==> src/pkg/ssft_defines.vh <==
`ifndef SSFT_DEFINES_VH
`define SSFT_DEFINES_VH

// Header byte layout.
`define SSFT_HDR_RW        7
`define SSFT_HDR_BURST     6
`define SSFT_ADDR_W        6

// Serial address map.
`define SSFT_ADDR_STB_LO   6'h30
`define SSFT_ADDR_STB_HI   6'h3D
`define SSFT_ADDR_PA_TABLE 6'h3E
`define SSFT_ADDR_TX_FIFO  6'h3F

// Strobe addresses inside the strobe range.
`define SSFT_STB_RESET     6'h30
`define SSFT_STB_FSON      6'h31
`define SSFT_STB_XOFF      6'h32
`define SSFT_STB_CAL       6'h33
`define SSFT_STB_TX        6'h35
`define SSFT_STB_IDLE      6'h36
`define SSFT_STB_PWD       6'h39
`define SSFT_STB_FTX       6'h3B
`define SSFT_STB_NOP       6'h3D

// Main state codes shown in the status byte.
`define SSFT_ST_IDLE       3'h0
`define SSFT_ST_TX         3'h2
`define SSFT_ST_UNDERFLOW  3'h7

// Transfer phases.
`define SSFT_PH_HEADER     2'h0
`define SSFT_PH_FIFO       2'h1
`define SSFT_PH_TABLE      2'h2
`define SSFT_PH_SKIP       2'h3

// Sizes.
`define SSFT_FIFO_DEPTH    7'h40
`define SSFT_FIFO_AW       6
`define SSFT_FREE_SAT      7'h0F
`define SSFT_TABLE_LAST    3'h7
`define SSFT_BIT_LAST      3'h7

`endif

==> src/design/ssft_pin_sync.v <==
`timescale 1ns/100ps
module ssft_pin_sync #(
  parameter RESET_VAL = 1'b0
) (
  input  wire clk,    // Core clock.
  input  wire reset,  // Asynchronous reset, active high.
  input  wire pin,    // Asynchronous pin level.
  output reg  level   // Filtered level in the clk domain.
);

  reg s1_reg;
  reg s2_reg;
  reg s3_reg;

  // A change is taken only once the second and third stages agree.
  always @(posedge clk or posedge reset) begin
    if (reset) begin
      s1_reg <= RESET_VAL;
      s2_reg <= RESET_VAL;
      s3_reg <= RESET_VAL;
      level  <= RESET_VAL;
    end else begin
      s1_reg <= pin;
      s2_reg <= s1_reg;
      s3_reg <= s2_reg;
      if (s2_reg == s3_reg) begin
        level <= s3_reg;
      end
    end
  end

endmodule // ssft_pin_sync

==> src/design/ssft_tx_fifo.v <==
`timescale 1ns/100ps
`include "ssft_defines.vh"
module ssft_tx_fifo (
  input  wire       clk,      // Core clock.
  input  wire       reset,    // Asynchronous reset, active high.
  input  wire       push,     // Store push_data when not full.
  input  wire [7:0] push_data,// Byte to store.
  input  wire       pop,      // Take one byte when not empty.
  input  wire       flush,    // Empty the FIFO; wins over push and pop.
  output reg  [7:0] rd_data,  // Byte taken by the last pop.
  output reg        rd_valid, // One-cycle pulse with rd_data.
  output reg        empty,    // No byte stored.
  output reg  [6:0] count     // Bytes stored.
);

  reg [7:0]               mem [0:63];
  reg [`SSFT_FIFO_AW-1:0] wr_ptr_reg;
  reg [`SSFT_FIFO_AW-1:0] rd_ptr_reg;
  wire                    do_push;
  wire                    do_pop;

  // Writes beyond a full FIFO are dropped; the master sees zero free first.
  assign do_push = push && (count != `SSFT_FIFO_DEPTH);
  assign do_pop  = pop && (count != 7'h00);

  always @(posedge clk) begin
    if (do_push && !flush) begin
      mem[wr_ptr_reg] <= push_data;
    end
  end

  always @(posedge clk or posedge reset) begin
    if (reset) begin
      wr_ptr_reg <= 6'h00;
      rd_ptr_reg <= 6'h00;
      count      <= 7'h00;
      empty      <= 1'b1;
      rd_data    <= 8'h00;
      rd_valid   <= 1'b0;
    end else if (flush) begin
      wr_ptr_reg <= 6'h00;
      rd_ptr_reg <= 6'h00;
      count      <= 7'h00;
      empty      <= 1'b1;
      rd_valid   <= 1'b0;
    end else begin
      rd_valid <= do_pop;
      if (do_push) begin
        wr_ptr_reg <= wr_ptr_reg + 6'h01;
      end
      if (do_pop) begin
        rd_data    <= mem[rd_ptr_reg];
        rd_ptr_reg <= rd_ptr_reg + 6'h01;
      end
      if (do_push && !do_pop) begin
        count <= count + 7'h01;
        empty <= 1'b0;
      end else if (do_pop && !do_push) begin
        count <= count - 7'h01;
        empty <= (count == 7'h01);
      end
    end
  end

endmodule // ssft_tx_fifo

==> src/design/ssft_spi_slave.v <==
`timescale 1ns/100ps
`include "ssft_defines.vh"
// Operation
// - Header-only strobe byte starts an internal sequence.
// - Status byte shifts out during strobe header.
// - Next header may follow a strobe directly.
// - Power-down and oscillator-off wait for deselect.
// - Write-only 64-byte transmit FIFO at one address.
// - Single FIFO write: header, one byte.
// - Burst FIFO write pushes bytes until deselect.
// - Free count reported before byte is stored.
// - Flush honoured only in idle or underflow.
// - Sleep entry empties the transmit FIFO.
// - Eight-entry power table, 3-bit selection field.
// - FSK uses entry zero; keying uses entries zero and one.
// - Table index wraps, cleared while deselected.
// - Burst bit and read/write bit steer table.
// - Sleep entry clears the power table.
// - Shared pin: tristate, status, or serial output.
// - Status pin zero feeds serial transmit data.
// - Header: read/write, burst, six-bit address, MSB first.
// - Status: ready flag, state, saturated free count.
// - Underflow state holds until flush strobe.
// - Deselect mid-byte cancels without side effects.
module ssft_spi_slave (
  input  wire       clk,             // Core clock, 10 MHz.
  input  wire       reset,           // Asynchronous reset, active high.
  input  wire       sclk,            // Serial clock pin.
  input  wire       chip_select_n,   // Chip select pin, active low.
  input  wire       si,              // Serial data input pin.
  output reg        so_out,          // Shared serial output pin, driven level.
  output reg        so_oe,           // Shared serial output pin, enable.
  input  wire       status_pin_zero, // First status pin, transmit data input.
  input  wire       chip_ready_n,    // Core: crystal not yet running.
  input  wire [2:0] main_state,      // Core: main state code.
  input  wire       tx_underflow,    // Core: pulse, FIFO ran dry in transmit.
  input  wire       sleep_enter,     // Core: pulse, entering sleep.
  input  wire       serial_mode,     // Core: serial transmit mode selected.
  input  wire       pin_one_enable,  // Core: shared pin programmed as status.
  input  wire       pin_one_level,   // Core: status level for shared pin.
  input  wire       on_off_keying,   // Core: on-off keying selected.
  input  wire       keying_symbol,   // Core: current keying symbol.
  input  wire [2:0] pa_table_select, // Core: front_end_config selection field.
  input  wire       fifo_pop,        // Core: take one byte from the FIFO.
  output wire [7:0] fifo_rd_data,    // Byte taken by fifo_pop.
  output wire       fifo_rd_valid,   // Pulse with fifo_rd_data.
  output wire       fifo_empty,      // FIFO holds no byte.
  output reg        strobe_valid,    // Pulse, strobe to execute.
  output reg  [5:0] strobe_code,     // Address of that strobe.
  output reg        serial_tx_data,  // Serial transmit data to modulator.
  output reg  [7:0] pa_setting,      // Power setting in use.
  output reg        underflow_state  // Underflow held until flushed.
);

  wire       sclk_f;
  wire       cs_n_f;
  wire       si_f;
  wire       pin_zero_f;
  reg        sclk_d_reg;
  reg        cs_n_d_reg;
  reg  [2:0] bit_cnt_reg;
  reg  [6:0] rx_sr_reg;
  reg  [7:0] tx_sr_reg;
  reg  [1:0] phase_reg;
  reg        burst_reg;
  reg        rw_reg;
  reg  [2:0] idx_reg;
  reg        defer_pwd_reg;
  reg        defer_xoff_reg;
  reg  [7:0] pa_table [0:7];
  wire [6:0] fifo_count;
  integer    i;

  function [3:0] sat_free;
    input [6:0] cnt;
    reg   [6:0] free;
    begin
      free = `SSFT_FIFO_DEPTH - cnt;
      sat_free = (free > `SSFT_FREE_SAT) ? 4'hF : free[3:0];
    end
  endfunction

  function is_strobe;
    input [5:0] a;
    begin
      case (a)
        `SSFT_STB_RESET, `SSFT_STB_FSON, `SSFT_STB_XOFF,
        `SSFT_STB_CAL, `SSFT_STB_TX, `SSFT_STB_IDLE,
        `SSFT_STB_PWD, `SSFT_STB_FTX, `SSFT_STB_NOP: is_strobe = 1'b1;
        default: is_strobe = 1'b0;
      endcase
    end
  endfunction

  ssft_pin_sync #(.RESET_VAL(1'b0)) u_sync_sclk (
    .clk   (clk),
    .reset (reset),
    .pin   (sclk),
    .level (sclk_f)
  );
  ssft_pin_sync #(.RESET_VAL(1'b1)) u_sync_cs_n (
    .clk   (clk),
    .reset (reset),
    .pin   (chip_select_n),
    .level (cs_n_f)
  );
  ssft_pin_sync #(.RESET_VAL(1'b0)) u_sync_si (
    .clk   (clk),
    .reset (reset),
    .pin   (si),
    .level (si_f)
  );
  ssft_pin_sync #(.RESET_VAL(1'b0)) u_sync_pin_zero (
    .clk   (clk),
    .reset (reset),
    .pin   (status_pin_zero),
    .level (pin_zero_f)
  );

  wire       sclk_rise = sclk_f & ~sclk_d_reg & ~cs_n_f;
  wire       sclk_fall = ~sclk_f & sclk_d_reg & ~cs_n_f;
  wire       cs_fall   = ~cs_n_f & cs_n_d_reg;
  wire       cs_rise   = cs_n_f & ~cs_n_d_reg;
  wire       byte_done = sclk_rise && (bit_cnt_reg == `SSFT_BIT_LAST);
  wire [7:0] rx_byte   = {rx_sr_reg, si_f};
  wire [5:0] hdr_addr  = rx_byte[`SSFT_ADDR_W-1:0];
  wire       hdr_rw    = rx_byte[`SSFT_HDR_RW];
  wire       hdr_burst = rx_byte[`SSFT_HDR_BURST];
  wire       in_header = (phase_reg == `SSFT_PH_HEADER);
  wire       hdr_done  = byte_done && in_header;
  wire       strobe_hit = hdr_done && !hdr_burst && is_strobe(hdr_addr);
  wire       flush_ok  = (main_state == `SSFT_ST_IDLE) || underflow_state;
  wire       flush_stb = strobe_hit && (hdr_addr == `SSFT_STB_FTX) && flush_ok;
  wire       deferred  = (hdr_addr == `SSFT_STB_PWD) || (hdr_addr == `SSFT_STB_XOFF);
  wire       fifo_push = byte_done && (phase_reg == `SSFT_PH_FIFO);
  wire       fifo_flush = flush_stb || sleep_enter;
  wire [2:0] rep_state = underflow_state ? `SSFT_ST_UNDERFLOW : main_state;
  wire [7:0] status    = {chip_ready_n, rep_state, sat_free(fifo_count)};
  wire       tbl_read  = (phase_reg == `SSFT_PH_TABLE) && rw_reg;
  wire [7:0] load_val  = tbl_read ? pa_table[idx_reg] : status;
  // Only entry one is ever keyed in, and only when the selection allows it.
  wire [2:0] pa_index  = (on_off_keying && keying_symbol && (pa_table_select != 3'h0))
                         ? 3'h1 : 3'h0;

  ssft_tx_fifo u_tx_fifo (
    .clk       (clk),
    .reset     (reset),
    .push      (fifo_push),
    .push_data (rx_byte),
    .pop       (fifo_pop),
    .flush     (fifo_flush),
    .rd_data   (fifo_rd_data),
    .rd_valid  (fifo_rd_valid),
    .empty     (fifo_empty),
    .count     (fifo_count)
  );

  // Serial framing; partial bytes never act, so a mid-byte deselect is harmless.
  always @(posedge clk or posedge reset) begin
    if (reset) begin
      sclk_d_reg  <= 1'b0;
      cs_n_d_reg  <= 1'b1;
      bit_cnt_reg <= 3'h0;
      rx_sr_reg   <= 7'h00;
      tx_sr_reg   <= 8'h00;
      phase_reg   <= `SSFT_PH_HEADER;
      burst_reg   <= 1'b0;
      rw_reg      <= 1'b0;
      idx_reg     <= 3'h0;
    end else begin
      sclk_d_reg <= sclk_f;
      cs_n_d_reg <= cs_n_f;
      if (cs_n_f) begin
        bit_cnt_reg <= 3'h0;
        phase_reg   <= `SSFT_PH_HEADER;
        idx_reg     <= 3'h0;
      end else begin
        if (cs_fall) begin
          tx_sr_reg <= status;
        end
        if (sclk_fall && bit_cnt_reg == 3'h0) begin
          tx_sr_reg <= load_val;
        end
        if (sclk_rise) begin
          bit_cnt_reg <= bit_cnt_reg + 3'h1;
          rx_sr_reg   <= rx_byte[6:0];
        end
        if (hdr_done) begin
          burst_reg <= hdr_burst;
          rw_reg    <= hdr_rw;
          if (!hdr_burst && hdr_addr >= `SSFT_ADDR_STB_LO &&
              hdr_addr <= `SSFT_ADDR_STB_HI) begin
            phase_reg <= `SSFT_PH_HEADER;
          end else if (hdr_addr == `SSFT_ADDR_TX_FIFO && !hdr_rw) begin
            phase_reg <= `SSFT_PH_FIFO;
          end else if (hdr_addr == `SSFT_ADDR_PA_TABLE) begin
            phase_reg <= `SSFT_PH_TABLE;
          end else begin
            phase_reg <= `SSFT_PH_SKIP;
          end
        end else if (byte_done) begin
          if (!burst_reg) begin
            phase_reg <= `SSFT_PH_HEADER;
          end
          if (phase_reg == `SSFT_PH_TABLE) begin
            idx_reg <= idx_reg + 3'h1;
          end
        end
      end
    end
  end

  // Power table; the table is lost on sleep entry.
  always @(posedge clk or posedge reset) begin
    if (reset) begin
      for (i = 0; i < 8; i = i + 1) begin
        pa_table[i] <= 8'h00;
      end
    end else if (sleep_enter) begin
      for (i = 0; i < 8; i = i + 1) begin
        pa_table[i] <= 8'h00;
      end
    end else if (byte_done && phase_reg == `SSFT_PH_TABLE && !rw_reg) begin
      pa_table[idx_reg] <= rx_byte;
    end
  end

  // Strobes; power-down and oscillator-off are held until deselect.
  always @(posedge clk or posedge reset) begin
    if (reset) begin
      strobe_valid   <= 1'b0;
      strobe_code    <= 6'h00;
      defer_pwd_reg  <= 1'b0;
      defer_xoff_reg <= 1'b0;
    end else begin
      strobe_valid <= 1'b0;
      if (strobe_hit && deferred) begin
        if (hdr_addr == `SSFT_STB_PWD) begin
          defer_pwd_reg <= 1'b1;
        end else begin
          defer_xoff_reg <= 1'b1;
        end
      end else if (strobe_hit &&
                   (hdr_addr != `SSFT_STB_FTX || flush_ok)) begin
        strobe_valid <= 1'b1;
        strobe_code  <= hdr_addr;
      end else if (cs_rise && (defer_pwd_reg || defer_xoff_reg)) begin
        // Power-down wins if both were sent in one frame.
        strobe_valid   <= 1'b1;
        strobe_code    <= defer_pwd_reg ? `SSFT_STB_PWD : `SSFT_STB_XOFF;
        defer_pwd_reg  <= 1'b0;
        defer_xoff_reg <= 1'b0;
      end
    end
  end

  // Underflow is sticky; a new underflow in the flush cycle is kept.
  always @(posedge clk or posedge reset) begin
    if (reset) begin
      underflow_state <= 1'b0;
    end else if (tx_underflow) begin
      underflow_state <= 1'b1;
    end else if (flush_stb) begin
      underflow_state <= 1'b0;
    end
  end

  // Shared output pin and the other core-facing outputs.
  always @(posedge clk or posedge reset) begin
    if (reset) begin
      so_out         <= 1'b0;
      so_oe          <= 1'b0;
      serial_tx_data <= 1'b0;
      pa_setting     <= 8'h00;
    end else begin
      so_oe <= ~cs_n_f | pin_one_enable;
      if (cs_n_f) begin
        so_out <= pin_one_level;
      end else if (sclk_fall) begin
        so_out <= (bit_cnt_reg == 3'h0) ? load_val[7] : tx_sr_reg[~bit_cnt_reg];
      end else if (bit_cnt_reg == 3'h0 && in_header && !sclk_f) begin
        so_out <= chip_ready_n;
      end
      serial_tx_data <= (serial_mode && main_state == `SSFT_ST_TX) ? pin_zero_f : 1'b0;
      pa_setting     <= pa_table[pa_index];
    end
  end

endmodule // ssft_spi_slave

==> config.mk <==
export PLATFORM = sky130hd
export DESIGN_NAME = ssft_spi_slave
export DESIGN_NICKNAME = d
export VERILOG_FILES = /design/src/design/ssft_pin_sync.v /design/src/design/ssft_tx_fifo.v /design/src/design/ssft_spi_slave.v
export VERILOG_INCLUDE_DIRS = /design/src /design/src/pkg
export SDC_FILE = /design/constraint.sdc
export NUM_CORES = 1
export LEC_CHECK = 0
export BUFFER_PORTS_ARGS = -buffer_cell sky130_fd_sc_hd__buf_2
export CAP_MARGIN = 20
export CORE_ASPECT_RATIO = 1.4
export CORE_UTILIZATION = 53
export CTS_CLUSTER_DIAMETER = 200
export DETAILED_ROUTE_END_ITERATION = 8
export GPL_ROUTABILITY_DRIVEN = 0
export MAX_ROUTING_LAYER = met4
export PLACE_DENSITY = 0.69
export SYNTH_ARGS = -nofsm -noshare
export SYNTH_HDL_FRONTEND = slang
export SYNTH_HIERARCHICAL = 1
export SYNTH_SLANG_ARGS = --single-unit
==> constraint.sdc <==
create_clock -name clk -period 6.6 [get_ports clk]
set_input_delay 0.33 -clock clk [delete_from_list [all_inputs] [get_ports clk]]
set_output_delay 0.33 -clock clk [all_outputs]
set_load 0.005 [all_outputs]
==> results of run 1 <==
## cells by family (layout without fill, tap and decap cells)
kind of cell               count (synthesis)  after routing  share of synthesized area, %
buffers and inverters                    134            220                          2.09
DFF                                      669            669                          69.8
adders and majority gates                 15             15                         0.660
and+or+nand+nor                          444            444                          7.69
AOI/OAI and AO/OA                        251            251                          6.32
xor gates and xnor gates                  22             22                         0.697
muxes                                    262            262                          12.7
other                                      0              1                             0
## per-layer routing
| metal | share of wire, % | routed length [µm] |
|---|---|---|
| met4 | 3.9 | 2450 |
| met3 | 5.4 | 3450 |
| met2 | 52 | 33100 |
| met5 | 0 | 0 |
| met1 | 39 | 24500 |
## cell usage after synthesis (14+ instances only)
cell type and number:
edfxtp_1 512, mux2i_1 171, dfrtp_1 151, nor2_1 136, nand2_1 134, a22oi_1 84, nand3_1 79, mux4_2 69
a21oi_1 63, clkbuf_1 61, buf_2 36, o21ai_0 22, inv_1 21, mux2_2 21, nor2b_1 18, o22ai_1 16
xnor2_1 14
## timing repair
| item | 4_1_cts | 5_1_grt |
|---|---|---|
| hold buffers | 9 | 0 |
| endpoints found under the hold margin | 108 | 0 |
| setup buffers | 0 | 0 |
## worst max-delay path: cells and delay by family (launching register included)
family | cells | cell delay (ps)
simple gates | 4 | 2140
flops | 1 | 560
buf+inv | 2 | 910
compound gates | 2 | 300
## cell type report
class / instances / area (µm²)
Tap cell: 650 / 813
Fill cell: 3816 / 20600
Clock inverter: 39 / 524
Antenna cell: 1 / 2.50
Clock buffer: 72 / 1600
Timing Repair Buffer: 87 / 566
Sequential cell: 669 / 19300
Inverter: 22 / 85.1
Multi-Input combinational cell: 994 / 7770
## per-stage QoR
step                hold slack (ps)  instances
floorplan                      96.1       1797
global placement                294       2413
detailed placement              294       2413
CTS                            14.0       2533
global route                   45.4       2534
finish                         32.8       2534
## report_power, final
group / total, mW / leakage [nW] / internal (mW) / switching [mW]
clock: 3.71 / 1.03 / 2.17 / 1.54
combinational: 2.23 / 2.94 / 0.845 / 1.39
sequential: 5.24 / 6.72 / 4.99 / 0.249
total: 11.2 / 10.7 / 8.01 / 3.18
## worst max-delay path by stage
stage / startpoint / end / slack (ps)
after floorplan: u_sync_si/level$_DFFE_PP0N_ / u_tx_fifo/mem[63][0]$_DFFE_PP_ / 3300
after global placement: rx_sr_reg[1]$_DFFE_PP0P_ / u_tx_fifo/mem[23][1]$_DFFE_PP_ / 2570
after global routing: rx_sr_reg[1]$_DFFE_PP0P_ / u_tx_fifo/mem[31][3]$_DFFE_PP_ / 2220
after detailed placement: rx_sr_reg[1]$_DFFE_PP0P_ / u_tx_fifo/mem[31][4]$_DFFE_PP_ / 2400
final: rx_sr_reg[1]$_DFFE_PP0P_ / u_tx_fifo/mem[31][7]$_DFFE_PP_ / 2310
after CTS: rx_sr_reg[1]$_DFFE_PP0P_ / u_tx_fifo/mem[31][7]$_DFFE_PP_ / 2410
==> metrics.md, run 1 <==
| Metric | Value |
|---|---|
| Total CTS buffers | `59` |
| Cell Chain, Critical Path | `buf_4 -> a21oi_1 -> nand3_1 -> o21bai_1 -> buf_4 -> nor2b_1 -> nand4_1 -> nor2_1` |
| Status | `finished clean` |
| Final wirelength | `63500 µm` |
| Hold EP | `tx_sr_reg[7]$_DFFE_PP0P_` |
| Fraction of layout cells with a size suffix above 1 | `16.9%` |
| Max-cap violations | `0` |
| Number of synthesized flops with an enable pin | `512` |
| Final setup TNS | `0 ps` |
| Tot Pwr | `11.2 mW` |
| Syn_nets | `1829` |
| Clock Path Buffers | `3` |
| Site Rows | `98` |
| Most used DFF post-synth | `edfxtp_1` |
| Setup slack after layout | `2310 ps` |
| H-tree level count | `2` |
| Req. time, crit path | `6840 ps` |
| Max reg flops | `512` |
| Pre-CTS setup slack | `2400 ps` |
| Synth area leaders | `edfxtp_1, dfrtp_1, mux2i_1` |
| HP Class | `primary input to flip-flop` |
| GR met2 Demand/Resource | `43.0%` |
| Post-synthesis sequential area ratio | `69.8%` |
| Initial antenna violation count | `1` |
| Wire per inst | `25.0 µm` |
| Tmin final | `4290 ps` |
| Most used routing layer | `met2` |
| HP Start | `chip_ready_n` |
| Vias/cell | `6.16` |
| Max_slew headroom | `24.1%` |
| YS warnings | `6` |
| Final period util | `65.1%` |
| Post-route design area | `30700 µm²` |
| Post-synth ARST share | `23.5%` |
| Worst Hold Depth | `3` |
| CTS tree | `built` |
| Netlist cell types | `79` |
| # DRC | `0` |
| GR Util met3 | `3.29%` |
| Mapped Area | `27700 µm²` |
| GRT overflow | `0` |
| Worst setup SP type | `flip-flop` |
| Crit path kind | `flip-flop to flip-flop` |
| Chip width | `195 µm` |
| Most common cell after layout, fill and taps aside | `edfxtp_1` |
| Crit. End Element | `flip-flop` |
| Capturing point of the worst reg2reg path | `u_tx_fifo/mem[31][7]$_DFFE_PP_` |
| Tot GR Track Use | `25.2%` |
| Ports | `50` |
| Regs by FF count | `u_tx_fifo/mem: 512 flops, pa_table: 64 flops` |
| Layout area overhead | `11.0%` |
| Largest net degree at the start of global routing | `98` |
| Synth Area per Inst | `15.4 µm²` |
| RSZ-0062 raised after global routing | `no` |
| Register clock-pin slew on the reported worst setup and hold paths | `70 ps` |
| CP max stage delay | `900 ps` |
| Worst-Skew Late Latency | `620 ps` |
| Leak pwr | `10.7 nW` |
| Most frequent cells in the layout | `edfxtp_1, mux2i_1, dfrtp_1, nor2_1, nand2_1` |
| VDD IR-drop max | `0.274 mV` |
| Pwr dens | `365 nW/µm²` |
| Final setup fails | `0` |
| Syn Inst Count | `1797` |
| Area post-placement | `28500 µm²` |
| DP HPWL | `39400 µm` |
| Final core occ | `59.9%` |
| Starting Density | `54.0%` |
| Clk_skew | `19.9 ps` |
| Fin. max-slew vios | `0` |
| Biggest register | `u_tx_fifo/mem` |
| Drt first pass iters | `8` |
| Antenna violation net count after detailed routing | `0` |
| Resize count post-CTS | `0` |
| Core footprint | `51300 µm²` |
| Reg2Reg Depth | `8` |
| Via count | `15602` |
| CP max FO | `61` |
| R2R setup slack | `2310 ps` |
| Critical Path AT | `4540 ps` |
| Final Hold Violating Endpoints | `0` |
| First-pass GRT wire length | `97200 µm` |
| Cell taking the most area after synthesis | `edfxtp_1` |
| Most common cell on crit path | `buf_4` |
| Fmax | `0.233 GHz` |
| Max stage delay cell, worst path | `nor2_1` |
| Share of the synthesized area in the top cell type | `55.6%` |
| Die height | `272 µm` |
| Initial DRC Count | `1325` |
| CTS root buf | `clkbuf_16` |
| R2r startpoint | `rx_sr_reg[1]$_DFFE_PP0P_` |
| Die area | `53100 µm²` |
| Met1 usage | `30.5%` |
| Seq cells post-synth | `669` |
| PortBufs | `49` |
| Vias in the first global route | `15799` |
| CTS Sinks | `669` |
| Worst-margin pin slew | `1140 ps` |
| Nets | `1865` |
No activity file was read; power rests on OpenSTA's default activity.
==> run 2: changes to the inputs <==
- clock period: 6.6 -> 4.1 ns (I/O delays scaled with it)
==> metrics.md, run 2 (synthesized netlist as in run 1, its figures left out) <==
| Metric | Value |
|---|---|
| Max-cap violations | `0` |
| Leak pwr | `10.6 nW` |
| Worst-margin pin slew | `1060 ps` |
| Wire per inst | `25.8 µm` |
| Chip width | `195 µm` |
| Final setup fails | `0` |
| Via count | `15807` |
| Largest net degree at the start of global routing | `101` |
| Resize count post-CTS | `0` |
| Fmax | `0.261 GHz` |
| Multi-input logic area | `7770 µm²` |
| Vias in the first global route | `16195` |
| Starting Density | `54.0%` |
| Crit path kind | `flip-flop to flip-flop` |
| Most common cell after layout, fill and taps aside | `edfxtp_1` |
| Drt first pass iters | `5` |
| Antenna violation net count after detailed routing | `0` |
| Worst setup SP type | `flip-flop` |
| Nets | `1876` |
| Max reg flops | `512` |
| Die height | `272 µm` |
| Die area | `53100 µm²` |
| Final setup TNS | `0 ps` |
| Regs by FF count | `u_tx_fifo/mem: 512 flops, pa_table: 64 flops` |
| CP max FO | `10` |
| Crit. End Element | `flip-flop` |
| Tmin final | `3840 ps` |
| Clock Path Buffers | `3` |
| DP HPWL | `40700 µm` |
| Fraction of layout cells with a size suffix above 1 | `16.5%` |
| Pwr dens | `575 nW/µm²` |
| Setup Fix Bufs, Post-CTS | `0` |
| Fin. max-slew vios | `0` |
| CTS root buf | `clkbuf_16` |
| Clk_skew | `18.2 ps` |
| Fillers | `3883` |
| GRT overflow | `0` |
| Initial antenna violation count | `1` |
| Ports | `50` |
| Initial DRC Count | `1587` |
| Vias/cell | `6.21` |
| Layout area overhead | `10.7%` |
| VDD IR-drop max | `0.432 mV` |
| CTS Sinks | `669` |
| First-pass GRT wire length | `99600 µm` |
| Register area | `19300 µm²` |
| Site Rows | `98` |
| # DRC | `0` |
| Register clock-pin slew on the reported worst setup and hold paths | `60 ps` |
| Req. time, crit path | `4320 ps` |
| Final Hold Violating Endpoints | `0` |
| Most frequent cells in the layout | `edfxtp_1, mux2i_1, dfrtp_1, nor2_1, nand2_1` |
| Biggest register | `u_tx_fifo/mem` |
| Hold_buf cts | `11` |
| PortBufs | `49` |
| Total CTS buffers | `58` |
| Critical Path AT | `4060 ps` |
| Max_slew headroom | `29.4%` |
| Final wirelength | `65700 µm` |
| Final period util | `93.6%` |
| Tot GR Track Use | `26.0%` |
| RSZ-0062 raised after global routing | `no` |
| Area post-placement | `28600 µm²` |
| Core footprint | `51300 µm²` |
| Worst-Skew Late Latency | `590 ps` |
| HP Class | `primary input to flip-flop` |
| Status | `finished clean` |
| CTS tree | `built` |
| Post-route design area | `30600 µm²` |
| H-tree level count | `2` |
-- run 2: changes by cell type in the layout (fill, tap and decap cells not counted), sizes merged --
cell	before	now
buf	78	88
bufinv	11	7
clkbuf	72	76
clkinv	19	16
dlygate4sd3	9	11
clkinvlp	5	6
diode	1	2
inv	26	25
-- run 2: per-layer routing --
layer  global-route usage (%)  wire length (µm)
met5                        -                 0
met4                     11.5              2860
met3                     2.56              3360
met2                     44.5             34100
met1                     31.5             25300
-- run 2: cell type report --
type,instances,share of cell area [%]
antenna,2,0.0163
clock buffer,76,5.10
clock inverter,32,1.20
inverter,22,0.278
multi-input combinational,994,25.4
sequential,669,63.1
tap,650,2.66
timing repair buffer,99,2.24
-- run 2: stage by stage --
| stage | hold WS (ps) | total power [mW] | setup WS, ps | cells | util (%) |
|---|---|---|---|---|---|
| after global placement | 183 | 12.2 | 415 | 2423 | 55.8 |
| after CTS | 6.06 | 17.7 | 301 | 2542 | 59.7 |
| after detailed placement | 189 | 12.2 | 322 | 2423 | 55.8 |
| after global routing | 37.3 | 18.2 | 28.8 | 2543 | 59.7 |
| final | 27.7 | 17.6 | 264 | 2544 | 59.7 |
| after floorplan | -28.9 | 11.0 | 796 | 1797 | - |
-- run 2: worst paths after layout --
kind	start	endpoint	slack, ps	cells after the start
setup reg to reg	u_sync_sclk/level$_DFFE_PP0N_	u_tx_fifo/mem[29][2]$_DFFE_PP_	260	7
max in group asynchronous	reset	pa_table[51]$_DFFE_PP0P_	2760	4
min in group asynchronous	reset	u_sync_pin_zero/s2_reg$_DFF_PP0_	160	3
setup / recovery	u_sync_sclk/level$_DFFE_PP0N_	u_tx_fifo/mem[29][2]$_DFFE_PP_	260	7
hold reg to reg	u_sync_si/s1_reg$_DFF_PP0_	u_sync_si/s2_reg$_DFF_PP0_	350	0
hold / removal	pin_one_level	so_out$_DFFE_PP0P_	30	4
-- run 2: critical path, stage by stage (launching register included) --
cell     delay, ps
dfrtp_1        540
nor2b_1        430
nand2_1        160
nor2_1         460
o21ai_2        230
nor3b_1        330
nand2_1        540
nor2_1         780
-- run 2: report_power, final --
group / internal (mW) / total [mW] / switching [mW]
combinational: 1.39 / 3.78 / 2.39
sequential: 8.04 / 8.33 / 0.283
clock: 3.14 / 5.50 / 2.37
total: 12.6 / 17.6 / 5.04
==> run 3: changes to the inputs <==
- CELL_PAD_IN_SITES_DETAIL_PLACEMENT: not set -> 1
- CELL_PAD_IN_SITES_GLOBAL_PLACEMENT: not set -> 2
- CORE_UTILIZATION: 53 -> 47
- PLACE_DENSITY: 0.69 -> 0.8
==> metrics.md, run 3 (synthesized netlist as in run 1, its figures left out) <==
| Metric | Value |
|---|---|
| Status | `complete, but fails checks` |
| Failing checks | `design-rule violations` |
| Pwr dens | `581 nW/µm²` |
| Die height | `289 µm` |
| Max stage delay cell, worst path | `o21bai_2` |
| Most frequent cells in the layout | `edfxtp_1, mux2i_1, dfrtp_1, nor2_1, nand2_1` |
| Final period util | `92.6%` |
| Vias/cell | `5.93` |
| Initial DRC Count | `1001` |
| H-tree level count | `2` |
| Starting Density | `47.9%` |
| Clock Path Buffers | `3` |
| Cell Chain, Critical Path | `ha_1 -> ha_1 -> and4bb_1 -> o2111ai_2 -> a21oi_1 -> nand3_1 -> o21bai_2 -> inv_1 -> o311ai_4 -> or3_1 -> o22ai_1 -> a221oi_1 -> nand2_1` |
| Clk_skew | `32.4 ps` |
| Most common cell after layout, fill and taps aside | `edfxtp_1` |
| Core footprint | `57800 µm²` |
| Clock share of power | `32.7%` |
| Leak pwr | `11.1 nW` |
| Max-cap violations | `0` |
| Crit. End Element | `flip-flop` |
| Regs by FF count | `u_tx_fifo/mem: 512 flops, pa_table: 64 flops` |
| Critical Path AT | `4310 ps` |
| Resize count post-CTS | `0` |
| Final setup TNS | `0 ps` |
| # DRC | `1` |
| Largest net degree at the start of global routing | `79` |
| Layout area overhead | `13.8%` |
| Die area | `59800 µm²` |
| Antenna violation net count after detailed routing | `0` |
| Worst hold margin | `42.9 ps` |
| Fmax | `0.263 GHz` |
| Site Rows | `104` |
| Ports | `50` |
| Initial antenna violation count | `1` |
| CTS root buf | `clkbuf_16` |
| Comb power frac | `21.1%` |
| Worst-Skew Late Latency | `640 ps` |
| Max reg flops | `512` |
| Worst-margin pin slew | `1060 ps` |
| CP max stage delay | `530 ps` |
| Chip width | `207 µm` |
| Cell Int Power | `12.8 mW` |
| Fin. max-slew vios | `0` |
| Tmin final | `3800 ps` |
| DP HPWL | `48500 µm` |
| CTS tree | `built` |
| HP Class | `primary input to flip-flop` |
| Via count | `16085` |
| Vias in the first global route | `17542` |
| Seq pwr share | `46.2%` |
| Tot GR Track Use | `26.2%` |
| Final setup fails | `0` |
| CTS Sinks | `669` |
| Req. time, crit path | `4610 ps` |
| P_sw | `5.42 mW` |
| Nets | `1948` |
| Crit path kind | `flip-flop to flip-flop` |
| Drt first pass iters | `7` |
| Final Hold Violating Endpoints | `0` |
| Biggest register | `u_tx_fifo/mem` |
| VDD IR-drop max | `0.405 mV` |
| First-pass GRT wire length | `112000 µm` |
| CP max FO | `12` |
| RSZ-0062 raised after global routing | `no` |
| Final wirelength | `74500 µm` |
| Fraction of layout cells with a size suffix above 1 | `20.3%` |
| Wire per inst | `27.5 µm` |
| Total CTS buffers | `61` |
| Register clock-pin slew on the reported worst setup and hold paths | `70 ps` |
| PortBufs | `49` |
| Net Sw Frac | `29.7%` |
| Most common cell on crit path | `ha_1` |
| Worst setup SP type | `flip-flop` |
| GRT overflow | `0` |
| Max_slew headroom | `29.2%` |
run 3: cell types whose count changed in the layout (fill, tap and decap cells not counted), moves of 3 or more:
cell,delta
clkbuf_16,+3
clkinv_2,+8
buf_4,+66
clkinvlp_4,+3
clkbuf_1,-10
run 3: critical path: cells and delay by family, from the launching register on:
family,cells,cell delay [ps]
DFF,1,490
buffers and inverters,1,220
and+or+nand+nor,4,890
adders and majority gates,2,420
AOI/OAI and AO/OA,6,1650
run 3: stage by stage:
stage                     cell area [µm²]  instances  power [mW]  setup slack (ps)  utilization [%]
after global placement              29200       2582        12.4               496             50.6
after detailed placement            29200       2582        12.5               270             50.6
after floorplan                     27700       1797        11.0               796                -
after global routing                31500       2712        18.9              25.1             54.5
final                               31500       2712        18.3               305             54.5
after CTS                           31500       2711        18.5               278             54.5
run 3: cell type report:
type                            count  area, µm²
Inverter                           22       85.1
Fill cell                        5494      26300
Clock buffer                       69       1600
Clock inverter                     47        528
Tap cell                          742        928
Sequential cell                   669      19300
Antenna cell                        1       2.50
Timing Repair Buffer              168       1220
Multi-Input combinational cell    994       7780
run 3: routing by layer:
| layer | global-route usage, % | vias to the layer above | wire length [µm] |
|---|---|---|---|
| met3 | 2.64 | 132 | 2600 |
| li1 | - | 7120 | - |
| met5 | - | - | 0 |
| met4 | 10.7 | 0 | 3150 |
| met1 | 29.1 | 8430 | 27900 |
| met2 | 48.3 | 403 | 40900 |
run 3: path summary, 6_finish.rpt:
path	startpoint	endpoint	slack [ps]	cells after the start
hold / removal	fifo_pop	u_tx_fifo/rd_valid$_DFF_PP0_	40	3
setup reg to reg	bit_cnt_reg[0]$_DFFE_PP0P_	u_tx_fifo/rd_data[7]$_DFFE_PP0P_	300	13
setup / recovery	bit_cnt_reg[0]$_DFFE_PP0P_	u_tx_fifo/rd_data[7]$_DFFE_PP0P_	300	13
max in group asynchronous	reset	pa_table[34]$_DFFE_PP0P_	2850	4
hold reg to reg	u_sync_cs_n/s1_reg$_DFF_PP1_	u_sync_cs_n/s2_reg$_DFF_PP1_	350	0
min in group asynchronous	reset	u_sync_si/s2_reg$_DFF_PP0_	110	3
run 3: power by group through the flow:
stage	Sequential (mW)	Clock [mW]	Combinational (mW)
after floorplan	8.59	0	2.37
after CTS	8.46	6.11	3.93
after global routing	8.48	6.32	4.10
after detailed placement	8.60	0	3.90
after global placement	8.60	0	3.84
final	8.44	5.97	3.85
run 3: timing repair:
item,CTS,global route
buffers inserted,0,0
endpoints found under the hold margin,114,0
hold buffers,13,0
